## config.mk

```make
export PLATFORM = sky130hd
export DESIGN_NAME = uis_top
export DESIGN_NICKNAME = d
export VERILOG_FILES = /design/src/inc/uis_pkg.sv /design/src/inc/uis_if.sv /design/src/rtl/uis_int_prio.sv /design/src/rtl/uis_line_fmt.sv /design/src/rtl/uis_top.sv
export SDC_FILE = /design/constraint.sdc
export NUM_CORES = 1
export LEC_CHECK = 0
export BUFFER_PORTS_ARGS = -buffer_cell sky130_fd_sc_hd__clkbuf_2
export CAP_MARGIN = 20
export CORE_ASPECT_RATIO = 2
export CORE_MARGIN = 2
export CORE_UTILIZATION = 49
export CTS_CLUSTER_DIAMETER = 120
export DETAILED_ROUTE_END_ITERATION = 16
export HOLD_SLACK_MARGIN = 0.06
export PLACE_DENSITY = 0.76
export SYNTH_ARGS = -nofsm -noshare
export SYNTH_HDL_FRONTEND = slang
export SYNTH_SLANG_ARGS = --single-unit
export TNS_END_PERCENT = 5
```

## constraint.sdc

```tcl
create_clock -name i_clk -period 2.28 [get_ports i_clk]
set_input_delay 0 -clock i_clk [delete_from_list [all_inputs] [get_ports i_clk]]
set_output_delay 0 -clock i_clk [all_outputs]
set_load 0.01 [all_outputs]
```

## src/inc/uis_pkg.sv

```systemverilog
// shared constants for the interrupt identification and line format slice
package uis_pkg;
  localparam int         ADDR_W        = 8;
  localparam logic [7:0] OFF_IDENT     = 8'h00;
  localparam logic [7:0] OFF_LFC       = 8'h04;
  localparam logic [7:0] OFF_EFR       = 8'h08;
  localparam logic [7:0] OFF_DIV       = 8'h0c;
  localparam logic [7:0] OFF_CTRL      = 8'h10;
  localparam logic [7:0] OFF_EVT       = 8'h14;
  localparam logic [7:0] OFF_MASK      = 8'h18;
  localparam logic [7:0] LFC_RST       = 8'h00;
  localparam logic [7:0] EFR_RST       = 8'h00;
  localparam logic [15:0] DIV_RST      = 16'h0000;
  localparam logic [7:0] CTRL_RST      = 8'h00;
  localparam int         LFC_DLAB      = 7;
  localparam int         LFC_BRK       = 6;
  localparam int         LFC_PAR_EN    = 3;
  localparam int         LFC_STOP      = 2;
  localparam int         EFR_ENH       = 4;
  localparam int         CTRL_FIFO     = 0;
  localparam int         NSRC          = 7;
  localparam int         SRC_XOFF      = 5;
  localparam int         SRC_FLOW      = 6;
  localparam logic [5:0] CODE_NONE     = 6'h01;
  localparam logic [NSRC-1:0][5:0] CODES = {6'h20, 6'h10, 6'h00, 6'h02, 6'h0c, 6'h04, 6'h06};
  localparam logic [NSRC-1:0] ENH_SRCS = 7'h60;
  localparam logic [3:0] WLEN_BASE     = 4'h5;
  localparam logic [1:0] WLEN_5        = 2'h0;
  localparam logic [2:0] STOP_ONE      = 3'h2;
  localparam logic [2:0] STOP_ONE_HALF = 3'h3;
  localparam logic [2:0] STOP_TWO      = 3'h4;
  localparam logic [1:0] RESP_OKAY     = 2'h0;
  localparam logic [1:0] RESP_SLVERR   = 2'h2;

  function automatic logic [5:0] code_of(input logic [NSRC-1:0] oh);
    logic [5:0] c;
    c = 6'h00;
    for (int i = 0; i < NSRC; i++) begin
      if (oh[i]) begin
        c = c | CODES[i];
      end
    end
    return c;
  endfunction
endpackage

```

## src/inc/uis_if.sv

```systemverilog
// internal signals between the top and its ranking and format units
`timescale 1ns/1ps
`default_nettype none
interface uis_if;
  logic [6:0] src;
  logic       enh;
  logic       rd_ident;
  logic [5:0] code;
  logic       pending;
  logic [7:0] lfc;
  logic       brk;
  logic       dlab;
  logic [3:0] data_bits;
  logic       par_en;
  logic [1:0] par_kind;
  logic [2:0] stop_half;
  modport top  (output src, enh, rd_ident, lfc,
                input code, pending, brk, dlab, data_bits, par_en, par_kind, stop_half);
  modport prio (input src, enh, rd_ident, output code, pending);
  modport fmt  (input lfc, output brk, dlab, data_bits, par_en, par_kind, stop_half);
endinterface
`default_nettype wire

```

## src/rtl/uis_int_prio.sv

```systemverilog
// ranks pending sources and holds the reported one until it is serviced, then waits for a re-read
`timescale 1ns/1ps
`default_nettype none
module uis_int_prio (
  input  wire logic i_clk,
  input  wire logic i_arst_n,
  uis_if.prio       bus
);
  typedef enum logic [2:0] {
    UIS_IDLE = 3'b001,
    UIS_HELD = 3'b010,
    UIS_DONE = 3'b100
  } uis_prio_t;

  uis_prio_t                 state;
  uis_prio_t                 next_state;
  logic [uis_pkg::NSRC-1:0]  held;
  logic [uis_pkg::NSRC-1:0]  next_held;
  wire  [uis_pkg::NSRC-1:0]  act;
  wire  [uis_pkg::NSRC-1:0]  top_oh;
  wire                       any;
  wire                       held_act;

  assign act      = bus.src & (bus.enh ? {uis_pkg::NSRC{1'b1}} : ~uis_pkg::ENH_SRCS);
  assign top_oh   = act & (~act + 7'h01);
  assign any      = |act;
  assign held_act = (state == UIS_HELD) && |(held & act);
  // a serviced source that is followed by another active one must keep the line up
  assign bus.pending = held_act | any;
  assign bus.code = held_act ? uis_pkg::code_of(held)
                  : (any ? uis_pkg::code_of(top_oh) : uis_pkg::CODE_NONE);

  always_comb begin
    next_state = state;
    next_held  = held;
    unique case (state)
      UIS_IDLE: begin
        if (any) begin
          next_state = UIS_HELD;
          next_held  = top_oh;
        end
      end
      UIS_HELD: begin
        if (held_act) begin
          next_state = UIS_HELD;
        end else if (bus.rd_ident) begin
          next_state = any ? UIS_HELD : UIS_IDLE;
          next_held  = top_oh;
        end else begin
          next_state = UIS_DONE;
        end
      end
      UIS_DONE: begin
        if (bus.rd_ident) begin
          next_state = any ? UIS_HELD : UIS_IDLE;
          next_held  = top_oh;
        end
      end
    endcase
  end

  always_ff @(posedge i_clk or negedge i_arst_n) begin
    if (!i_arst_n) begin
      state <= UIS_IDLE;
      held  <= 7'h00;
    end else begin
      state <= next_state;
      held  <= next_held;
    end
  end
endmodule
`default_nettype wire

```

## src/rtl/uis_line_fmt.sv

```systemverilog
// decodes the line format control byte into framing settings
`timescale 1ns/1ps
`default_nettype none
module uis_line_fmt (
  uis_if.fmt bus
);
  assign bus.dlab      = bus.lfc[uis_pkg::LFC_DLAB];
  assign bus.brk       = bus.lfc[uis_pkg::LFC_BRK];
  assign bus.par_en    = bus.lfc[uis_pkg::LFC_PAR_EN];
  assign bus.par_kind  = bus.lfc[5:4];
  assign bus.data_bits = uis_pkg::WLEN_BASE + {2'h0, bus.lfc[1:0]};
  assign bus.stop_half = !bus.lfc[uis_pkg::LFC_STOP] ? uis_pkg::STOP_ONE
                       : (bus.lfc[1:0] == uis_pkg::WLEN_5) ? uis_pkg::STOP_ONE_HALF
                       : uis_pkg::STOP_TWO;
endmodule
`default_nettype wire

```

## src/rtl/uis_top.sv

```systemverilog
// interrupt identification and line format registers behind an axi4-lite slave
//
// Summary of operation
// - pending sources are ranked into six levels; ident read gives the held one, else the highest.
// - while one source is held pending, no other source is reported.
// - receiver line status is level 1, code 000110.
// - receive data available is level 2 code 000100; time-out level 2 code 001100.
// - transmit holding empty is level 3, code 000010.
// - modem status change is level 4, code 000000.
// - xoff or special character match is level 5, code 010000.
// - flow signal change of state is level 6, code 100000.
// - ident bits 5 and 4 only active when enhanced enable bit is set.
// - xoff indication stays set until xon is received, not cleared by reads.
// - ident bits 7 and 6 read one with fifos enabled, else zero.
// - ident bit 0 is zero when pending, one when idle and after reset.
// - format bit 7 opens access to divisor latch and enhanced register.
// - format bit 6 forces transmit output low until cleared.
// - format bits 5..3 choose none, odd, even, forced one, forced zero parity.
// - format bit 2 gives one stop, or 1.5 for 5-bit, 2 otherwise.
// - format bits 1..0 set character length for transmit and receive.
// - length codes 00..11 mean 5, 6, 7, 8 data bits.
`timescale 1ns/1ps
`default_nettype none
module uis_top (
  input  wire logic        i_clk,
  input  wire logic        i_arst_n,
  input  wire logic [7:0]  i_awaddr,
  input  wire logic [2:0]  i_awprot,
  input  wire logic        i_awvalid,
  output logic             o_awready,
  input  wire logic [31:0] i_wdata,
  input  wire logic [3:0]  i_wstrb,
  input  wire logic        i_wvalid,
  output logic             o_wready,
  output logic [1:0]       o_bresp,
  output logic             o_bvalid,
  input  wire logic        i_bready,
  input  wire logic [7:0]  i_araddr,
  input  wire logic [2:0]  i_arprot,
  input  wire logic        i_arvalid,
  output logic             o_arready,
  output logic [31:0]      o_rdata,
  output logic [1:0]       o_rresp,
  output logic             o_rvalid,
  input  wire logic        i_rready,
  input  wire logic        i_src_line_status,
  input  wire logic        i_src_rx_data,
  input  wire logic        i_src_rx_timeout,
  input  wire logic        i_src_thr_empty,
  input  wire logic        i_src_modem,
  input  wire logic        i_xoff_match,
  input  wire logic        i_xon_rx,
  input  wire logic        i_src_flow_change,
  input  wire logic        i_tx_serial,
  output logic             o_tx,
  output logic [3:0]       o_data_bits,
  output logic             o_parity_en,
  output logic [1:0]       o_parity_kind,
  output logic [2:0]       o_stop_half_bits,
  output logic             o_div_access,
  output logic [15:0]      o_divisor,
  output logic             o_enh_enable,
  output logic             o_fifo_enable,
  output logic             o_int,
  output logic             o_irq
);
  uis_if u_bus ();

  logic [7:0]  lfc;
  logic [7:0]  enhanced_feature_reg;
  logic [15:0] divisor;
  logic [7:0]  ctrl;
  logic [6:0]  evt;
  logic [6:0]  mask;
  logic [6:0]  src_prev;
  logic        xoff_hold;
  logic        aw_full;
  logic        w_full;
  logic [7:0]  aw_addr;
  logic [31:0] w_data;
  logic [3:0]  w_strb;

  uis_int_prio u_prio (
    .i_clk    (i_clk),
    .i_arst_n (i_arst_n),
    .bus      (u_bus)
  );

  uis_line_fmt u_fmt (
    .bus (u_bus)
  );

  // write channel: address and data may arrive in either order
  wire        aw_take    = i_awvalid & o_awready;
  wire        w_take     = i_wvalid & o_wready;
  wire        aw_have    = aw_full | aw_take;
  wire        w_have     = w_full | w_take;
  wire        do_wr      = aw_have & w_have;
  wire [7:0]  wa         = aw_full ? aw_addr : i_awaddr;
  wire [31:0] wd         = w_full ? w_data : i_wdata;
  wire [3:0]  ws         = w_full ? w_strb : i_wstrb;
  wire        next_aw_full = aw_have & ~do_wr;
  wire        next_w_full  = w_have & ~do_wr;
  wire        next_bvalid  = do_wr | (o_bvalid & ~i_bready);

  wire        dlab       = u_bus.dlab;
  wire        wr_lfc     = do_wr && (wa == uis_pkg::OFF_LFC) && ws[0];
  wire        wr_efr     = do_wr && (wa == uis_pkg::OFF_EFR) && ws[0] && dlab;
  wire        wr_div_lo  = do_wr && (wa == uis_pkg::OFF_DIV) && ws[0] && dlab;
  wire        wr_div_hi  = do_wr && (wa == uis_pkg::OFF_DIV) && ws[1] && dlab;
  wire        wr_ctrl    = do_wr && (wa == uis_pkg::OFF_CTRL) && ws[0];
  wire        wr_evt     = do_wr && (wa == uis_pkg::OFF_EVT) && ws[0];
  wire        wr_mask    = do_wr && (wa == uis_pkg::OFF_MASK) && ws[0];
  wire        wa_hit     = (wa == uis_pkg::OFF_IDENT) || (wa == uis_pkg::OFF_LFC)
                        || (wa == uis_pkg::OFF_EFR) || (wa == uis_pkg::OFF_DIV)
                        || (wa == uis_pkg::OFF_CTRL) || (wa == uis_pkg::OFF_EVT)
                        || (wa == uis_pkg::OFF_MASK);

  // read channel
  wire        ar_take    = i_arvalid & o_arready;
  wire        next_rvalid = ar_take | (o_rvalid & ~i_rready);
  wire        rd_ident   = ar_take && (i_araddr == uis_pkg::OFF_IDENT);
  wire        enh        = enhanced_feature_reg[uis_pkg::EFR_ENH];
  wire        fifo_en    = ctrl[uis_pkg::CTRL_FIFO];
  wire [5:0]  code       = u_bus.code;
  wire [7:0]  ident      = {fifo_en, fifo_en, code[5:4] & {2{enh}}, code[3:0]};
  wire        ar_hit     = (i_araddr == uis_pkg::OFF_IDENT) || (i_araddr == uis_pkg::OFF_LFC)
                        || (i_araddr == uis_pkg::OFF_EFR) || (i_araddr == uis_pkg::OFF_DIV)
                        || (i_araddr == uis_pkg::OFF_CTRL) || (i_araddr == uis_pkg::OFF_EVT)
                        || (i_araddr == uis_pkg::OFF_MASK);
  wire [31:0] rd_val     = (i_araddr == uis_pkg::OFF_IDENT) ? {24'h000000, ident}
                         : (i_araddr == uis_pkg::OFF_LFC)   ? {24'h000000, lfc}
                         : (i_araddr == uis_pkg::OFF_EFR)   ? {24'h000000, dlab ? enhanced_feature_reg : 8'h00}
                         : (i_araddr == uis_pkg::OFF_DIV)   ? {16'h0000, dlab ? divisor : 16'h0000}
                         : (i_araddr == uis_pkg::OFF_CTRL)  ? {24'h000000, ctrl}
                         : (i_araddr == uis_pkg::OFF_EVT)   ? {25'h0000000, evt}
                         : (i_araddr == uis_pkg::OFF_MASK)  ? {25'h0000000, mask}
                         : 32'h00000000;

  // xoff indication held until xon; set wins over a coincident xon
  wire        next_xoff  = (i_xoff_match & enh) | (xoff_hold & ~i_xon_rx);
  wire [6:0]  src        = {i_src_flow_change, xoff_hold, i_src_modem, i_src_thr_empty,
                            i_src_rx_timeout, i_src_rx_data, i_src_line_status};
  wire [6:0]  src_rise   = src & ~src_prev;
  wire [6:0]  next_evt   = (evt & ~(wr_evt ? wd[6:0] : 7'h00)) | src_rise;

  assign u_bus.src      = src;
  assign u_bus.enh      = enh;
  assign u_bus.rd_ident = rd_ident;
  assign u_bus.lfc      = lfc;

  always_ff @(posedge i_clk or negedge i_arst_n) begin
    if (!i_arst_n) begin
      aw_full   <= 1'b0;
      w_full    <= 1'b0;
      aw_addr   <= 8'h00;
      w_data    <= 32'h00000000;
      w_strb    <= 4'h0;
      o_awready <= 1'b1;
      o_wready  <= 1'b1;
      o_bvalid  <= 1'b0;
      o_bresp   <= uis_pkg::RESP_OKAY;
    end else begin
      aw_full   <= next_aw_full;
      w_full    <= next_w_full;
      o_awready <= ~next_aw_full & ~next_bvalid;
      o_wready  <= ~next_w_full & ~next_bvalid;
      o_bvalid  <= next_bvalid;
      if (aw_take) begin
        aw_addr <= i_awaddr;
      end
      if (w_take) begin
        w_data <= i_wdata;
        w_strb <= i_wstrb;
      end
      if (do_wr) begin
        o_bresp <= wa_hit ? uis_pkg::RESP_OKAY : uis_pkg::RESP_SLVERR;
      end
    end
  end

  always_ff @(posedge i_clk or negedge i_arst_n) begin
    if (!i_arst_n) begin
      o_arready <= 1'b1;
      o_rvalid  <= 1'b0;
      o_rdata   <= 32'h00000000;
      o_rresp   <= uis_pkg::RESP_OKAY;
    end else begin
      o_arready <= ~next_rvalid;
      o_rvalid  <= next_rvalid;
      if (ar_take) begin
        o_rdata <= rd_val;
        o_rresp <= ar_hit ? uis_pkg::RESP_OKAY : uis_pkg::RESP_SLVERR;
      end
    end
  end

  always_ff @(posedge i_clk or negedge i_arst_n) begin
    if (!i_arst_n) begin
      lfc     <= uis_pkg::LFC_RST;
      enhanced_feature_reg     <= uis_pkg::EFR_RST;
      divisor <= uis_pkg::DIV_RST;
      ctrl    <= uis_pkg::CTRL_RST;
      mask    <= 7'h00;
    end else begin
      if (wr_lfc) begin
        lfc <= wd[7:0];
      end
      if (wr_efr) begin
        enhanced_feature_reg <= wd[7:0];
      end
      if (wr_div_lo) begin
        divisor[7:0] <= wd[7:0];
      end
      if (wr_div_hi) begin
        divisor[15:8] <= wd[15:8];
      end
      if (wr_ctrl) begin
        ctrl <= wd[7:0];
      end
      if (wr_mask) begin
        mask <= wd[6:0];
      end
    end
  end

  always_ff @(posedge i_clk or negedge i_arst_n) begin
    if (!i_arst_n) begin
      xoff_hold <= 1'b0;
      src_prev  <= 7'h00;
      evt       <= 7'h00;
      o_irq     <= 1'b0;
    end else begin
      xoff_hold <= next_xoff;
      src_prev  <= src;
      evt       <= next_evt;
      o_irq     <= |(next_evt & mask);
    end
  end

  always_ff @(posedge i_clk or negedge i_arst_n) begin
    if (!i_arst_n) begin
      o_tx             <= 1'b1;
      o_data_bits      <= uis_pkg::WLEN_BASE;
      o_parity_en      <= 1'b0;
      o_parity_kind    <= 2'h0;
      o_stop_half_bits <= uis_pkg::STOP_ONE;
      o_div_access     <= 1'b0;
      o_divisor        <= uis_pkg::DIV_RST;
      o_enh_enable     <= 1'b0;
      o_fifo_enable    <= 1'b0;
      o_int            <= 1'b0;
    end else begin
      o_tx             <= u_bus.brk ? 1'b0 : i_tx_serial;
      o_data_bits      <= u_bus.data_bits;
      o_parity_en      <= u_bus.par_en;
      o_parity_kind    <= u_bus.par_kind;
      o_stop_half_bits <= u_bus.stop_half;
      o_div_access     <= dlab;
      o_divisor        <= divisor;
      o_enh_enable     <= enh;
      o_fifo_enable    <= fifo_en;
      o_int            <= u_bus.pending;
    end
  end
endmodule
`default_nettype wire

```

# Yosys cells after proc, flatten, opt, wreduce, memory -nomap -nowiden
# Index checks and enable logic that the tools add are counted.
[word_totals]
inputBits = 74
out_inout_bits = 73
reg_bits = 173
[classes]
n_addsub = 2
bitwise_logic = 37
n_mux = 43
n_eq_ne = 18
reduce_logical = 38
[ops]
columns = ["cell", "count"]
rows = [
  ["16-bit two-way mux", 6],
  ["7-bit two-way mux", 7],
  ["8-bit by 5-bit == test with 1-bit output (second input constant)", 6],
  ["7-bit bitwise AND", 6],
  ["8-bit by 4-bit == test with 1-bit output (second input constant)", 4],
  ["3-bit two-way mux", 10],
  ["6-bit two-way mux", 4],
  ["8-bit two-way mux", 3],
  ["7-bit inverter", 3],
  ["7-bit one-hot mux with 3 select lines", 1],
  ["7-bit OR reduction", 3],
  ["1-bit logical AND", 18],
  ["8-bit by 3-bit == test with 1-bit output (second input constant)", 2],
  ["8-bit logical NOT", 2],
  ["1-bit bitwise AND", 12],
  ["1-bit logical OR", 12],
  ["2-bit two-way mux", 6],
  ["5-bit two-way mux", 2],
  ["3-bit one-hot mux with 3 select lines", 1],
  ["4-bit two-way mux", 2],
  ["1-bit inverter", 8],
  ["7-bit by 1-bit adder with 7-bit output (second input constant)", 1],
  ["7-bit bitwise OR", 1],
  ["1-bit bitwise OR", 6],
  ["10 further kinds", 12],
]

# Logic depth before layout (Yosys ltp)
[logic_depth]
depth_word = 15
ltp_mapped = 7

# By module
# A second synthesis with hierarchy kept.
[hier_totals]
hier_cells = 545
hier_area_um2 = 7013.0
[by_module_without_submodules]
columns = ["module", "area_per_inst_um2", "seq_area_each_um2", "cells_each", "n_inst"]
rows = [
  ["uis_top", 6206.0, 3637.2, 467, 1],
  ["uis_int_prio", 698.2, 251.5, 64, 1],
  ["uis_line_fmt", 108.9, 0.0, 14, 1],
]

# Least setup slack after synthesis
# OpenSTA, ideal clock, no wires.
[synth_path]
kind = "register to register"
from = "register aw_full"
to = "register lfc[2]"
slack_ns = 0.163
setup_time_ns = 0.125
path_stages_with_launch = 7
arrival_ns = 1.993
synth_period_minus_slack_ns = 2.117
cell_sequence = "dfrtp_1 > buf_4 > mux2i_1 > nor4_1 > nand2_1 > nor3_4 > mux2_2"
[synth_via]
elab_chain_cells = 4
elab_cells_between_ends = 6
classes_between = "eq/ne (1); mux (1); bitwise (2); reduce/logical (2)"
[synth_lines]
columns = ["item", "line", "source"]
rows = [
  ["start: declaration", "uis_top.sv:77", "logic aw_full;"],
  ["start signal: assignment", "uis_top.sv:164", "aw_full <= next_aw_full;"],
  ["8-bit two-way mux or 1-bit bitwise OR (tied branches)", "uis_top.sv:99, uis_top.sv:96", ""],
  ["8-bit by 3-bit == test with 1-bit output or 1-bit bitwise AND (tied branches)", "uis_top.sv:107, uis_top.sv:98", ""],
  ["1-bit logical AND * (2 in series)", "uis_top.sv:107", "wire wr_lfc = do_wr && (wa == uis_pkg::OFF_LFC) && ws[0];"],
  ["end signal: assignment", "uis_top.sv:200", "lfc <= uis_pkg::LFC_RST;"],
  ["end signal: assignment", "uis_top.sv:207", "lfc <= wd[7:0];"],
  ["end: declaration", "uis_top.sv:69", "logic [7:0] lfc;"],
]
# Every way passes the cells marked *; elsewhere a longest branch is shown, timed or not.
# A chain may end at the register's enable or synchronous reset.

# Worst setup path in the final report
[layout_path]
from = "register xoff_hold"
to = "register u_prio.held[5] (netlist bit)"
[layout_via]
elab_chain_cells = 7
elab_cells_between_ends = 15
classes_between = "add/sub (1); eq/ne (2); mux (4); bitwise (4); reduce/logical (4)"
[layout_lines]
columns = ["item", "line", "source"]
rows = [
  ["start: declaration", "uis_top.sv:76", "logic xoff_hold;"],
  ["start signal: assignment", "uis_top.sv:234", "xoff_hold <= next_xoff;"],
  ["7-bit bitwise AND *", "uis_int_prio.sv:24", "assign act = bus.src & (bus.enh ? {uis_pkg::NSRC{1'b1}} : ~uis_pkg::ENH_SRCS);"],
  ["7-bit inverter", "uis_int_prio.sv:25", "assign top_oh = act & (~act + 7'h01);"],
  ["7-bit by 1-bit adder with 7-bit output", "uis_int_prio.sv:25", ""],
  ["7-bit bitwise AND", "uis_int_prio.sv:25", ""],
  ["7-bit two-way mux", "uis_int_prio.sv:46, uis_int_prio.sv:54", ""],
  ["7-bit two-way mux", "uis_int_prio.sv:44", "if (held_act) begin"],
  ["7-bit one-hot mux with 3 select lines", "uis_int_prio.sv:36", "unique case (state)"],
  ["end signal: assignment", "uis_int_prio.sv:68", "held <= next_held;"],
  ["end: declaration", "uis_int_prio.sv:17", "logic [uis_pkg::NSRC-1:0] held;"],
]
# Every way passes the cells marked *; elsewhere a longest branch is shown, timed or not. The select of a mux whose other input is x is not followed.

==> results_dict.tcl <==
set metrics [dict create \
    outcome "finished clean" \
    h-tree-depth 4 \
    crit_fanout 7 \
    postSynth.asyncResetShare 1.00 \
    crit_required_ns 2.59 \
    tritoncts "done" \
    worstMarginPinSlew_ns 0.637 \
    antenna_cells 0 \
    routed_wl_um 18000 \
    leakagePower_nw 4.15 \
    syn_avg_cell_area_um2 12.2 \
    ys_ff_latch 155 \
    path_class "flip-flop to flip-flop" \
    wl_per_cell_um 19.0 \
    grt_pass1_wl_um 27900 \
    worstRegToRegCells 5 \
    fin_crit_sh 0.949 \
    setup_tns_ns 0 \
    fin_area_um2 8830 \
    cts-buffers-inserted 17 \
    relSlewSlack 0.575 \
    placed_area_um2 7780 \
    register_area_um2 3890 \
    gp_congestion 0.958 \
    slew_violations 0 \
    hpwl_um 12700 \
    fp.dieH_um 172 \
    fp-row-count 61 \
    insertion_delay_ns 0.43 \
    cts.clk_slew.worst_paths_ns 0.07 \
    cp_slowest_cell "o211ai_1" \
    nNetsFinal 819 \
    synth_edf_count 0 \
    gr-total-overflow 0 \
    cp_cell_sequence "a22oi_1 -> o211ai_1 -> a21oi_2 -> o31a_2 -> mux2_4" \
    yosysWarnings 0 \
    cts_buffer_depth 2 \
    num_vias 5294 \
    synthesis.area_um2 6930 \
    synth-seq-area-share 0.561 \
    hold_violations 0 \
    min_period_ns 2.16 \
    hold_class "input port to flip-flop" \
    final_util 0.635 \
    area_delta_synth_final_pct 27.3 \
    portBuffers 104 \
    hold_path_depth 6 \
    drt-initial-drc-count 374 \
    multiInputGateArea_um2 2850 \
    cts-root-buf "clkbuf_16" \
    fill_cells 1148 \
    grt_pass1_vias 5360 \
    p_per_area_nw_per_um2 971 \
    vdd_drop_max_v 0.000748 \
    critPathCaptureType "flip-flop" \
    antenna_left 0 \
    start_kind "flip-flop" \
    via_per_inst 5.60 \
    synth_ff_type "dfrtp_1" \
    fin_hold_ws_ns 0.0845 \
    setup_viol 0 \
    grt_max_degree 72 \
    antenna_found_initial 0 \
    dp_slack_ns 0.0513 \
    initial_core_util 0.499 \
    drc_errors 0 \
    die_area_um2 15200 \
    top_level_ports 147 \
    dr.pass1.iters 5 \
    arrival_ns 2.47 \
    clock-sinks 155 \
    rsz0062_at_grt "false" \
    drive_gt1_frac 0.365 \
    layout_setup_ws_ns 0.117 \
    max_freq_mhz 462 \
    core_area_um2 13900 \
    synth_cell_types 63 \
    grt.total_usage 0.245 \
    die_w_um 88.1 \
    maxCapViolations 0 \
    critical_path.max_stage_delay_ns 0.50 \
    fin_worst_skew_ns 0.00814 \
    synthCells 570 \
]
[path summary, 6_finish.rpt]
check                       startpoint              end  slack (ns)
min                        i_araddr[3]  u_prio.state[0]        0.08
min in group asynchronous     i_arst_n         o_rvalid        0.15
max in group asynchronous     i_arst_n  u_prio.state[0]        1.37
max reg2reg                  xoff_hold   u_prio.held[5]        0.12
max                          xoff_hold   u_prio.held[5]        0.12
min reg2reg                divisor[15]    o_divisor[15]        0.41
[placed cells by master, fill, tap and decap left out, types with 16 or more instances in the layout]
| cell | count |
|---|---|
| dlygate4sd3_1 | 40 |
| buf_4 | 27 |
| mux2i_1 | 20 |
| o21ai_0 | 29 |
| conb_1 | 18 |
| clkbuf_2 | 103 |
| nand2_1 | 43 |
| nor2b_1 | 16 |
| a21oi_1 | 25 |
| clkbuf_16 | 17 |
| nor2_1 | 16 |
| mux2_2 | 81 |
| dfrtp_1 | 146 |
[critical path, delay by kind of cell, from the launching register on]
kind / cells / cell delay, ns
mux: 1 / 0.33
compound gates: 4 / 1.24
flops: 1 / 0.47
[metrics by stage]
step,power (mW),std cells
final,8.57,945
after global routing,8.92,945
after CTS,8.58,945
after detailed placement,5.46,873
after global placement,5.35,873
after floorplan,4.84,587
[cells by family (layout without fill, tap and decap cells)]
kind of cell,count (synthesis),count (layout),synth area share
flip-flops,155,155,0.561
AND/OR/NAND/NOR,145,145,0.116
other,1,18,0.000541
adder cells (fa/ha/maj),2,2,0.00361
multiplexers,107,107,0.173
buffers and inverters,48,217,0.0386
XOR/XNOR,1,1,0.00126
AO/OA/AOI/OAI,111,111,0.106
[power by group]
part | switching [mW] | internal [mW] | leakage (nW)
logic | 1.05 | 0.961 | 1.88
clock network | 1.25 | 1.80 | 0.311
registers | 0.316 | 3.19 | 1.96
[cell usage after synthesis (5+ instances only)]
cell	count	area, µm²
dfrtp_1	147	3680
mux2_2	81	912
nand2_1	43	161
o21ai_0	29	145
a21oi_1	25	125
mux2i_1	20	200
buf_4	19	143
nor2_1	16	60.1
nor2b_1	16	100
clkbuf_1	12	45.0
inv_1	12	45.0
nand3_1	12	60.1
a22o_1	10	87.6
dfstp_2	8	210
nand2b_1	8	50.1
a21o_1	7	52.6
mux2_4	6	90.1
nor3_1	6	30.0
or3_1	6	37.5
nand4_1	5	31.3
[area by class of cell]
cell class              instances  share of cell area
clock inverters                14              0.0221
well taps                     189              0.0268
inverters                      12             0.00510
repair buffers                173               0.133
multi-input cells             384               0.323
flip-flops and latches        155               0.441
clock buffers                  18              0.0498
[layer usage]
layer,part of all wire,vias to the layer above,track usage
met3,0.046,71,0.0458
met1,0.35,2606,0.262
li1,-,2384,-
met5,0,-,0
met2,0.55,233,0.433
met4,0.058,0,0.153
[repair_timing]
item | 4_1_cts | 5_1_grt
resized for setup | 0 | 4
hold buffers | 40 | 0
endpoints found under the setup margin | 0 | 22
buffers inserted | 0 | 0
hold endpoints to repair | 144 | 0
No activity file was read; power rests on OpenSTA's default activity.
